`src/sacr_defs.vh`:
```
// constants for the secure auxiliary control register block
`ifndef SACR_DEFS_VH
`define SACR_DEFS_VH
`define SACR_OFF_CTRL 12'h000
`define SACR_OFF_STATUS 12'h004
`define SACR_BIT_NORMALIZE 27
`define SACR_BIT_CACHE_LOCK 26
`define SACR_BIT_PAGE_SIZE 16
`define SACR_BIT_CTX_BYP 10
`define SACR_BIT_XLAT_OFF 9
`define SACR_BIT_NOMATCH 8
`define SACR_BIT_WC2 2
`define SACR_WMASK 32'h0C010704
`define SACR_RESET_FIXED 32'h04000004
`define SACR_PAGE_4K 32'h00001000
`define SACR_PAGE_64K 32'h00010000
`define SACR_BYPASS_CYCLES 4'hA
`define SACR_SAVED_CYCLES 4'h6
`define SACR_RESP_OKAY 2'h0
`define SACR_RESP_SLVERR 2'h2
`endif

```
`src/sacr_bypass_timer.v`:
```
// latency counter for translation-disabled bypass transactions
`timescale 1ns/1ps
`include "sacr_defs.vh"
module sacr_bypass_timer (
  // clock and reset
  input wire clk,
  input wire reset_n,
  // transaction
  input wire start,
  input wire cached_hit,
  output reg done
);
  reg [3:0] cnt_r;
  reg busy_r;
  // count down; a cached hit skips the saved cycles
  always @(posedge clk) begin
    if (!reset_n) begin
      cnt_r <= 4'h0;
      busy_r <= 1'b0;
      done <= 1'b0;
    end else begin
      done <= 1'b0;
      if (start && !busy_r) begin
        busy_r <= 1'b1;
        cnt_r <= cached_hit ? (`SACR_BYPASS_CYCLES - `SACR_SAVED_CYCLES) : `SACR_BYPASS_CYCLES;
      end else if (busy_r) begin
        if (cnt_r == 4'h1) begin
          busy_r <= 1'b0;
          done <= 1'b1;
        end
        cnt_r <= cnt_r - 4'h1;
      end
    end
  end
endmodule

```
`src/sacr_top.v`:
```
// secure auxiliary control register with AXI4-Lite slave
// Function
// - bit 16 selects 64KB or 4KB pages
// - bit 10 enables context bypass TLB caching
// - bit 9 enables translation-off TLB caching
// - cached translation-off hit finishes six cycles sooner
// - bit 8 enables no-match TLB caching
// - bit 2 enables stage 1 walk cache 2
// - normalize bit reset value from config input
// - bit 27 normalizes non-writeback attributes
// - bit 26 lock makes context aux registers read-only
//
// Design decisions made here: the register offsets and the AXI4-Lite interface to the registers.
`timescale 1ns/1ps
`include "sacr_defs.vh"
module sacr_top (
  // clock and reset
  input wire CLK,
  input wire RESET_N,
  // normalization strap
  input wire CFG_NORMALIZE,
  // axi4-lite write address
  input wire [11:0] AWADDR,
  input wire AWVALID,
  output reg AWREADY,
  // axi4-lite write data
  input wire [31:0] WDATA,
  input wire [3:0] WSTRB,
  input wire WVALID,
  output reg WREADY,
  // axi4-lite write response
  output reg [1:0] BRESP,
  output reg BVALID,
  input wire BREADY,
  // axi4-lite read address
  input wire [11:0] ARADDR,
  input wire ARVALID,
  output reg ARREADY,
  // axi4-lite read data
  output reg [31:0] RDATA,
  output reg [1:0] RRESP,
  output reg RVALID,
  input wire RREADY,
  // bypass transaction timing
  input wire XLAT_OFF_START,
  input wire XLAT_OFF_HIT,
  output reg XLAT_OFF_DONE,
  // attribute path
  input wire [7:0] ATTR_IN,
  output reg [7:0] ATTR_OUT,
  // control outputs
  output reg [31:0] MAP_PAGE_BYTES,
  output reg CTX_BYPASS_TLB_CACHE_EN,
  output reg XLAT_OFF_TLB_CACHE_EN,
  output reg NOMATCH_TLB_CACHE_EN,
  output reg STAGE1_WALK_CACHE2_EN,
  output reg CTX_AUX_WRITABLE_SEC,
  output reg CTX_AUX_WRITABLE_NS,
  // nonsecure lock input from nonsecure aux control
  input wire NS_CACHE_LOCK
);

  // **********
  // register state
  // **********
  reg [31:0] ctrl_r;
  reg [31:0] ctrl_nxt;
  reg strap_r;
  reg strap_done_r;
  // write channel holding registers
  reg [11:0] awaddr_r;
  reg aw_have_r;
  reg [31:0] wdata_r;
  reg [3:0] wstrb_r;
  reg w_have_r;
  // wrapping count of finished translation-off transactions
  reg [3:0] xlat_cnt_r;
  wire [31:0] merged;
  wire timer_done;
  wire normalize;
  // channel events and read data mux
  wire wr_fire;
  wire b_done;
  wire ar_fire;
  wire r_done;
  reg [31:0] rdata_nxt;
  reg [1:0] rresp_nxt;

  assign normalize = ctrl_r[`SACR_BIT_NORMALIZE];

  // attribute is write-back inner and outer when both nibbles are 4'hF
  function is_wb;
    input [7:0] a;
    begin
      is_wb = (a[7:4] == 4'hF) && (a[3:0] == 4'hF);
    end
  endfunction

  // address decode shared by the write and read paths
  function addr_is_ctrl;
    input [11:0] a;
    begin
      addr_is_ctrl = (a == `SACR_OFF_CTRL);
    end
  endfunction

  // status word: count of finished translation-off transactions
  function addr_is_status;
    input [11:0] a;
    begin
      addr_is_status = (a == `SACR_OFF_STATUS);
    end
  endfunction

  // **********
  // write path
  // **********
  sacr_wstrb_merge u_merge (
    .old_val(ctrl_r),
    .wdata(wdata_r),
    .wstrb(wstrb_r),
    .wmask(`SACR_WMASK),
    .new_val(merged)
  );

  // handshake events of the write and read channels
  assign wr_fire = aw_have_r && w_have_r && !BVALID;
  assign b_done = BVALID && BREADY;
  assign ar_fire = ARVALID && ARREADY;
  assign r_done = RVALID && RREADY;

  // next control value on a completed write; other offsets leave it alone
  always @* begin
    ctrl_nxt = ctrl_r;
    if (wr_fire && addr_is_ctrl(awaddr_r))
      ctrl_nxt = merged & `SACR_WMASK;
  end

  // write address: one held at a time until its response is taken
  always @(posedge CLK) begin
    if (!RESET_N) begin
      AWREADY <= 1'b1;
      aw_have_r <= 1'b0;
      awaddr_r <= 12'h000;
    end else if (b_done) begin
      AWREADY <= 1'b1;
      aw_have_r <= 1'b0;
    end else if (AWVALID && AWREADY) begin
      AWREADY <= 1'b0;
      aw_have_r <= 1'b1;
      awaddr_r <= AWADDR;
    end
  end

  // write data: may arrive before or after its address
  always @(posedge CLK) begin
    if (!RESET_N) begin
      WREADY <= 1'b1;
      w_have_r <= 1'b0;
      wdata_r <= 32'h00000000;
      wstrb_r <= 4'h0;
    end else if (b_done) begin
      WREADY <= 1'b1;
      w_have_r <= 1'b0;
    end else if (WVALID && WREADY) begin
      WREADY <= 1'b0;
      w_have_r <= 1'b1;
      wdata_r <= WDATA;
      wstrb_r <= WSTRB;
    end
  end

  // write response: raised once both halves are held, kept until taken
  always @(posedge CLK) begin
    if (!RESET_N) begin
      BVALID <= 1'b0;
      BRESP <= `SACR_RESP_OKAY;
    end else if (wr_fire) begin
      BVALID <= 1'b1;
      // unmapped offsets answer with an error and change nothing
      BRESP <= (addr_is_ctrl(awaddr_r) || addr_is_status(awaddr_r)) ? `SACR_RESP_OKAY : `SACR_RESP_SLVERR;
    end else if (b_done) begin
      BVALID <= 1'b0;
    end
  end

  // control register; normalize bit caught from the strap during reset
  always @(posedge CLK) begin
    if (!RESET_N) begin
      ctrl_r <= `SACR_RESET_FIXED;
      strap_done_r <= 1'b0;
    end else if (!strap_done_r) begin
      strap_done_r <= 1'b1;
      ctrl_r <= {ctrl_r[31:28], strap_r, ctrl_r[26:0]};
    end else begin
      ctrl_r <= ctrl_nxt;
    end
  end

  // strap sampled on every reset cycle
  always @(posedge CLK) begin
    if (!RESET_N)
      strap_r <= CFG_NORMALIZE;
  end

  // **********
  // read path
  // **********
  // read data chosen by address; unmapped space reads zero with an error
  always @* begin
    rdata_nxt = 32'h00000000;
    rresp_nxt = `SACR_RESP_SLVERR;
    if (addr_is_ctrl(ARADDR)) begin
      rdata_nxt = ctrl_r & `SACR_WMASK;
      rresp_nxt = `SACR_RESP_OKAY;
    end else if (addr_is_status(ARADDR)) begin
      // the count wraps after sixteen completions
      rdata_nxt = {28'h0000000, xlat_cnt_r};
      rresp_nxt = `SACR_RESP_OKAY;
    end
  end

  // read address taken one at a time; data held until the master takes it
  always @(posedge CLK) begin
    if (!RESET_N) begin
      ARREADY <= 1'b1;
      RVALID <= 1'b0;
      RDATA <= 32'h00000000;
      RRESP <= `SACR_RESP_OKAY;
    end else if (ar_fire) begin
      ARREADY <= 1'b0;
      RVALID <= 1'b1;
      RDATA <= rdata_nxt;
      RRESP <= rresp_nxt;
    end else if (r_done) begin
      RVALID <= 1'b0;
      ARREADY <= 1'b1;
    end
  end

  // **********
  // steered logic
  // **********
  // translation-off latency; a hit only shortens it while caching is on
  sacr_bypass_timer u_timer (
    .clk(CLK),
    .reset_n(RESET_N),
    .start(XLAT_OFF_START),
    .cached_hit(XLAT_OFF_HIT & ctrl_r[`SACR_BIT_XLAT_OFF]),
    .done(timer_done)
  );

  // page size and caching enables follow the control word one cycle later
  always @(posedge CLK) begin
    if (!RESET_N) begin
      MAP_PAGE_BYTES <= `SACR_PAGE_4K;
      CTX_BYPASS_TLB_CACHE_EN <= 1'b0;
      XLAT_OFF_TLB_CACHE_EN <= 1'b0;
      NOMATCH_TLB_CACHE_EN <= 1'b0;
      STAGE1_WALK_CACHE2_EN <= 1'b1;
    end else begin
      MAP_PAGE_BYTES <= ctrl_r[`SACR_BIT_PAGE_SIZE] ? `SACR_PAGE_64K : `SACR_PAGE_4K;
      CTX_BYPASS_TLB_CACHE_EN <= ctrl_r[`SACR_BIT_CTX_BYP];
      XLAT_OFF_TLB_CACHE_EN <= ctrl_r[`SACR_BIT_XLAT_OFF];
      NOMATCH_TLB_CACHE_EN <= ctrl_r[`SACR_BIT_NOMATCH];
      STAGE1_WALK_CACHE2_EN <= ctrl_r[`SACR_BIT_WC2];
    end
  end

  // context register write permission; closed until software clears the lock
  always @(posedge CLK) begin
    if (!RESET_N) begin
      CTX_AUX_WRITABLE_SEC <= 1'b0;
      CTX_AUX_WRITABLE_NS <= 1'b0;
    end else begin
      CTX_AUX_WRITABLE_SEC <= ~ctrl_r[`SACR_BIT_CACHE_LOCK];
      // non-secure contexts also need their own lock clear
      CTX_AUX_WRITABLE_NS <= ~ctrl_r[`SACR_BIT_CACHE_LOCK] & ~NS_CACHE_LOCK;
    end
  end

  // attribute normalization; write-back passes untouched
  always @(posedge CLK) begin
    if (!RESET_N) begin
      ATTR_OUT <= 8'h00;
    end else begin
      // non-cacheable system-shared is 8'h44 here
      ATTR_OUT <= (normalize && !is_wb(ATTR_IN)) ? 8'h44 : ATTR_IN;
    end
  end

  // completion pulse and wrapping completion count for the status word
  always @(posedge CLK) begin
    if (!RESET_N) begin
      XLAT_OFF_DONE <= 1'b0;
      xlat_cnt_r <= 4'h0;
    end else begin
      XLAT_OFF_DONE <= timer_done;
      if (timer_done)
        xlat_cnt_r <= xlat_cnt_r + 4'h1;
    end
  end

endmodule

```
`src/sacr_wstrb_merge.v`:
```
// byte-lane merge of write data into a register value under a mask
`timescale 1ns/1ps
module sacr_wstrb_merge (
  // inputs
  input wire [31:0] old_val,
  input wire [31:0] wdata,
  input wire [3:0] wstrb,
  input wire [31:0] wmask,
  // merged value
  output wire [31:0] new_val
);
  wire [31:0] lane;
  // expand strobes to bit lanes
  assign lane = {{8{wstrb[3]}}, {8{wstrb[2]}}, {8{wstrb[1]}}, {8{wstrb[0]}}} & wmask;
  assign new_val = (old_val & ~lane) | (wdata & lane);
endmodule
```
`config.mk`:
```
export PLATFORM = sky130hd
export DESIGN_NAME = sacr_top
export DESIGN_NICKNAME = d
export VERILOG_FILES = /design/src/sacr_bypass_timer.v /design/src/sacr_top.v /design/src/sacr_wstrb_merge.v
export VERILOG_INCLUDE_DIRS = /design/src /design/src/src
export SDC_FILE = /design/constraint.sdc
export NUM_CORES = 1
export LEC_CHECK = 0
export BUFFER_PORTS_ARGS = -buffer_cell sky130_fd_sc_hd__clkbuf_2
export CAP_MARGIN = 10
export CORE_AREA = 8 8 106 108
export DETAILED_ROUTE_END_ITERATION = 7
export DIE_AREA = 0 0 114 116
export MAX_ROUTING_LAYER = met4
export SLEW_MARGIN = 20
export SYNTH_ARGS = -nofsm -noshare
export SYNTH_HDL_FRONTEND = slang
export SYNTH_SLANG_ARGS = --single-unit
```
`constraint.sdc`:
```
create_clock -name CLK -period 2.1 [get_ports CLK]
set_clock_uncertainty 0.15 [all_clocks]
set_input_delay 0.105 -clock CLK [delete_from_list [all_inputs] [get_ports CLK]]
set_output_delay 0.105 -clock CLK [all_outputs]
set_load 0.01 [all_outputs]
```
== Word level (Yosys, flattened, before mapping) ==
Cells that the tools add are included.
Cells by class
  eq/ne operators: 6
  reduce and logical (&&, ||, !) cells: 26
  bitwise logic cells: 11
  multiplexer cells: 23
  shifts and indexed selects: 0
  multiply operators: 0
  divide/modulo/power cells: 0
  add/subtract/negate cells: 2
  order comparisons: 0
Operators by type and width (number)
  2-to-1 mux 28 bit: 3
  bitwise AND 28 bit: 2
  inverter 28 bit: 1
  bitwise OR 28 bit: 1
  == test 12 x 3 -> 1 bit (second input constant): 2
  zero test 12 bit: 2
  2-to-1 mux 17 bit: 1
  2-to-1 mux 4 bit: 4
  logical AND 1 bit: 11
  2-to-1 mux 1 bit: 11
  == test 4 bit (second input constant): 2
  2-to-1 mux 7 bit: 1
  2-to-1 mux 2 bit: 3
  AND reduction 2 bit: 3
  nonzero test 2 bit: 3
  inverter 1 bit: 5
  adder 4 x 1 -> 4 bit (second input constant): 1
  == test 4 x 1 -> 1 bit (second input constant): 1
  OR reduction 2 bit: 2
  subtractor 4 x 1 -> 4 bit (second input constant): 1
  zero test 1 bit: 3
  OR reduction 3 bit: 1
  bitwise AND 1 bit: 2
  != test 2 x 1 -> 1 bit (second input constant): 1
  logical OR 1 bit: 1
Word-level totals
  register bits: 153
  memory bits (read-only): 0
  bits in writable memories: 0
  latch bits: 0
  memories: 0

== Depth between registers and ports, before layout ==
  depth after elaboration: 5
  gate-level depth with buffers: 5
  mapped depth without buffers: 5

== By module ==
A second synthesis with hierarchy kept.
Unflattened totals
  cell total of the unflattened synthesis: 538
  area total of the unflattened synthesis: 4698.3 µm²
By module, submodules not included
  sacr_top: cells each 435, seq. area each 1951.9 µm², area an instance 3743.6 µm², times used 1
  sacr_wstrb_merge: cells each 68, seq. area each 0.0 µm², area an instance 645.6 µm², times used 1
  sacr_bypass_timer: cells each 35, seq. area each 120.1 µm², area an instance 309.0 µm², times used 1

== Worst setup path after synthesis ==
Ideal clock, no wire load.
  path kind: register to register
  from: register BVALID
  to: register (tool-made name)
  path slack: 0.635 ns
  arrival time: 1.201 ns
  cell stages (with the launch flop): 6
  setup time: 0.114 ns
  path through: dfxtp_1 -> and4bb_2 -> and4_1 -> buf_6 -> nand4_1 -> a21bo_1
RTL lines
  start, declared: line sacr_top.v:33  | output reg BVALID,
  start signal, assigned: line sacr_top.v:176  | BVALID <= 1'b0;
  start signal, assigned: line sacr_top.v:179  | BVALID <= 1'b1;
  start signal, assigned: line sacr_top.v:183  | BVALID <= 1'b0;

==> impl_metrics.json <==
{
  "setup_violations": 0,
  "grt_max_degree": 34,
  "finalWeightedCongestion": 0.846,
  "cap_violations": 0,
  "wl_per_cell_um": 12.8,
  "worstPathRequired_ps": 2180,
  "wl_mm": 8.03,
  "fp.dieW_um": 114,
  "ys_ff_latch": 78,
  "core_area_um2": 9550,
  "start_kind": "flip-flop",
  "hp-class": "in -> reg",
  "powerDensity_nw_per_um2": 791,
  "power.share.clock": 0.414,
  "clk_transition_reported_paths_ps": 80,
  "start_util": 0.341,
  "rrSetupSlack_ps": 380,
  "finalSetupTns_ps": 0,
  "p_comb_frac": 0.114,
  "drc": 0,
  "antenna_found_initial": 0,
  "synth-edff-count": 1,
  "syn_to_final_growth_pct": 30.8,
  "numCtsBuffers": 9,
  "clkSinkCount": 78,
  "insertion_delay_ps": 340,
  "synth.top_cells.by_count": "dfxtp_1 (77), nand2_1 (69), buf_4 (54), a21oi_1 (42), nor2_1 (17)",
  "port_buffers": 87,
  "cts_tree": "done",
  "die-area_um2": 13200,
  "dpl-instance-area_um2": 3610,
  "ctsHoldBuffers": 39,
  "syn_inst": 366,
  "clockRootBuffer": "clkbuf_8",
  "path_max_fanout": 9,
  "ys.flop_type": "dfxtp_1",
  "grt_pass1_wl_mm": 12.5,
  "fin_crit_sh": 0.818,
  "first_pass_iters": 4,
  "p_sw_uw": 763,
  "drive_gt1_frac": 0.230,
  "dp_slack_ps": 400,
  "yosysTopAreaCell": "dfxtp_1",
  "worstMarginPinSlew_ps": 502,
  "seqPwrFrac": 0.473,
  "status": "complete, no violations",
  "final_design_area_no_fill_um2": 4260,
  "yosys_warnings": 0,
  "drv_slew": 0,
  "nNetsFinal": 573,
  "synth.area.top_cells": "dfxtp_1 (47%), buf_4 (12%), nand2_1 (7.9%), a21oi_1 (6.4%), nor2_1 (2.0%)",
  "hpwlAfterDp_mm": 6.04,
  "p_int_mw": 2.61,
  "vias_per_cell": 4.29,
  "detail-route-antenna-nets": 0,
  "netlist_area_um2": 3260,
  "grt_overflow": 0,
  "relSlewSlack": 0.662,
  "crit_type": "reg -> reg",
  "track_usage": 0.121,
  "worstPathArrival_ps": 1800,
  "leakage_nw": 2.01,
  "rsz0062_at_grt": "false",
  "die_h_um": 116,
  "vdd_ir_drop_max_mv": 0.415,
  "dr.first_iter.drc_count": 180,
  "htree_num_levels": 3,
  "rows": 36,
  "syn_area_per_cell_um2": 8.91,
  "postSynth.asyncResetShare": 0,
  "hold_viol_final": 0,
  "period_minus_slack_ps": 1720,
  "num_io_pins": 167,
  "first_global_vias": 2663,
  "post_cts_buffers": 0,
  "cts_max_path_buffers": 2,
  "yosysMostFrequentCell": "dfxtp_1",
  "sw_frac_of_total": 0.226,
  "ys_seq_area_frac": 0.482,
  "vias": 2699,
  "yosys.cell_types.count": 43,
  "synth_top_area_share": 0.473,
  "cts_resized": 0,
  "critPathCaptureType": "flip-flop",
  "antennaDiodeCount": 0,
  "fmax_mhz": 582,
  "timing.final.ws_setup_ps": 382
}
==> per-layer routing <==
layer,track usage,routed length [um],vias up,share of wire
li1,-,-,1367,-
met1,0.135,3410,1222,0.42
met2,0.199,3990,103,0.50
met3,0.0438,568,7,0.071
met4,0.0355,67,0,0.0083
met5,-,0,-,0
==> worst max-delay path: stages, from the launching register on <==
cell and delay (ps):
dfxtp_1 330, nor4_4 320, and4_1 470, a21oi_1 120, a41o_1 210
==> logic make-up after synthesis <==
group	count (synthesis)	share of synthesized area
multiplexers	7	0.0223
AND/OR/NAND/NOR	135	0.205
buffers and inverters	78	0.157
AO/OA/AOI/OAI	61	0.114
XOR/XNOR	3	0.00806
flip-flops	78	0.482
other	1	0.00115
adder cells (fa/ha/maj)	3	0.0115
==> per-stage QoR <==
stage	power, mW	cells	util	hold WS, ps
2_1_floorplan	1.90	419	-	-17.3
3_3_place_gp	1.94	574	0.378	116
3_5_place_dp	1.95	574	0.378	119
4_1_cts	3.41	629	0.446	3.05
5_1_grt	3.53	629	0.446	4.17
6_report	3.37	629	0.446	16.1
==> path summary, 6_finish.rpt <==
| kind | cells past startpoint | startpoint | to |
|---|---|---|---|
| setup / recovery | 4 | awaddr_r[1] | flip-flop |
| hold / removal | 3 | RESET_N | ATTR_OUT[2] |
| setup reg to reg | 4 | awaddr_r[1] | flip-flop |
| hold reg to reg | 1 | flip-flop | MAP_PAGE_BYTES[12] |
==> area by class of cell <==
| type | instances | area (um2) |
|---|---|---|
| clock buffers | 13 | 169 |
| clock inverters | 3 | 90.1 |
| fillers | 948 | 5290 |
| inverters | 9 | 33.8 |
| multi-input cells | 263 | 1380 |
| flip-flops and latches | 78 | 1570 |
| well taps | 133 | 166 |
| repair buffers | 130 | 856 |
==> power by group through the flow <==
stage / logic [mW] / clock network (mW) / registers, mW
2_1_floorplan: 0.278 / 0 / 1.63
3_3_place_gp: 0.317 / 0 / 1.62
3_5_place_dp: 0.323 / 0 / 1.63
4_1_cts: 0.382 / 1.44 / 1.59
5_1_grt: 0.428 / 1.50 / 1.60
6_report: 0.383 / 1.39 / 1.59
==> cell usage in the layout (no fill, tap or decap), types with 4 or more instances in the layout <==
cell type,Yosys,routed
a21oi_1,42,42
nor3_1,5,5
dlygate4sd3_1,0,39
nand2_1,69,69
mux2i_1,5,5
and3_1,8,8
inv_1,9,9
and2_1,7,7
conb_1,1,54
clkbuf_2,0,87
nor2_1,17,17
nand4_1,9,9
nand3_1,4,4
buf_4,54,4
dfxtp_1,77,77
nand2b_1,4,4
clkbuf_8,0,12
==> state kept, by name, indices dropped and copies added (netlist names), 2 cells and up, named ones only <==
name            count
RDATA              10
ATTR_OUT            8
xlat_cnt_r          4
MAP_PAGE_BYTES      2
wdata_r             7
wstrb_r             4
u_timer.cnt_r       4
awaddr_r           12
Power figures use the tool's default switching activity.
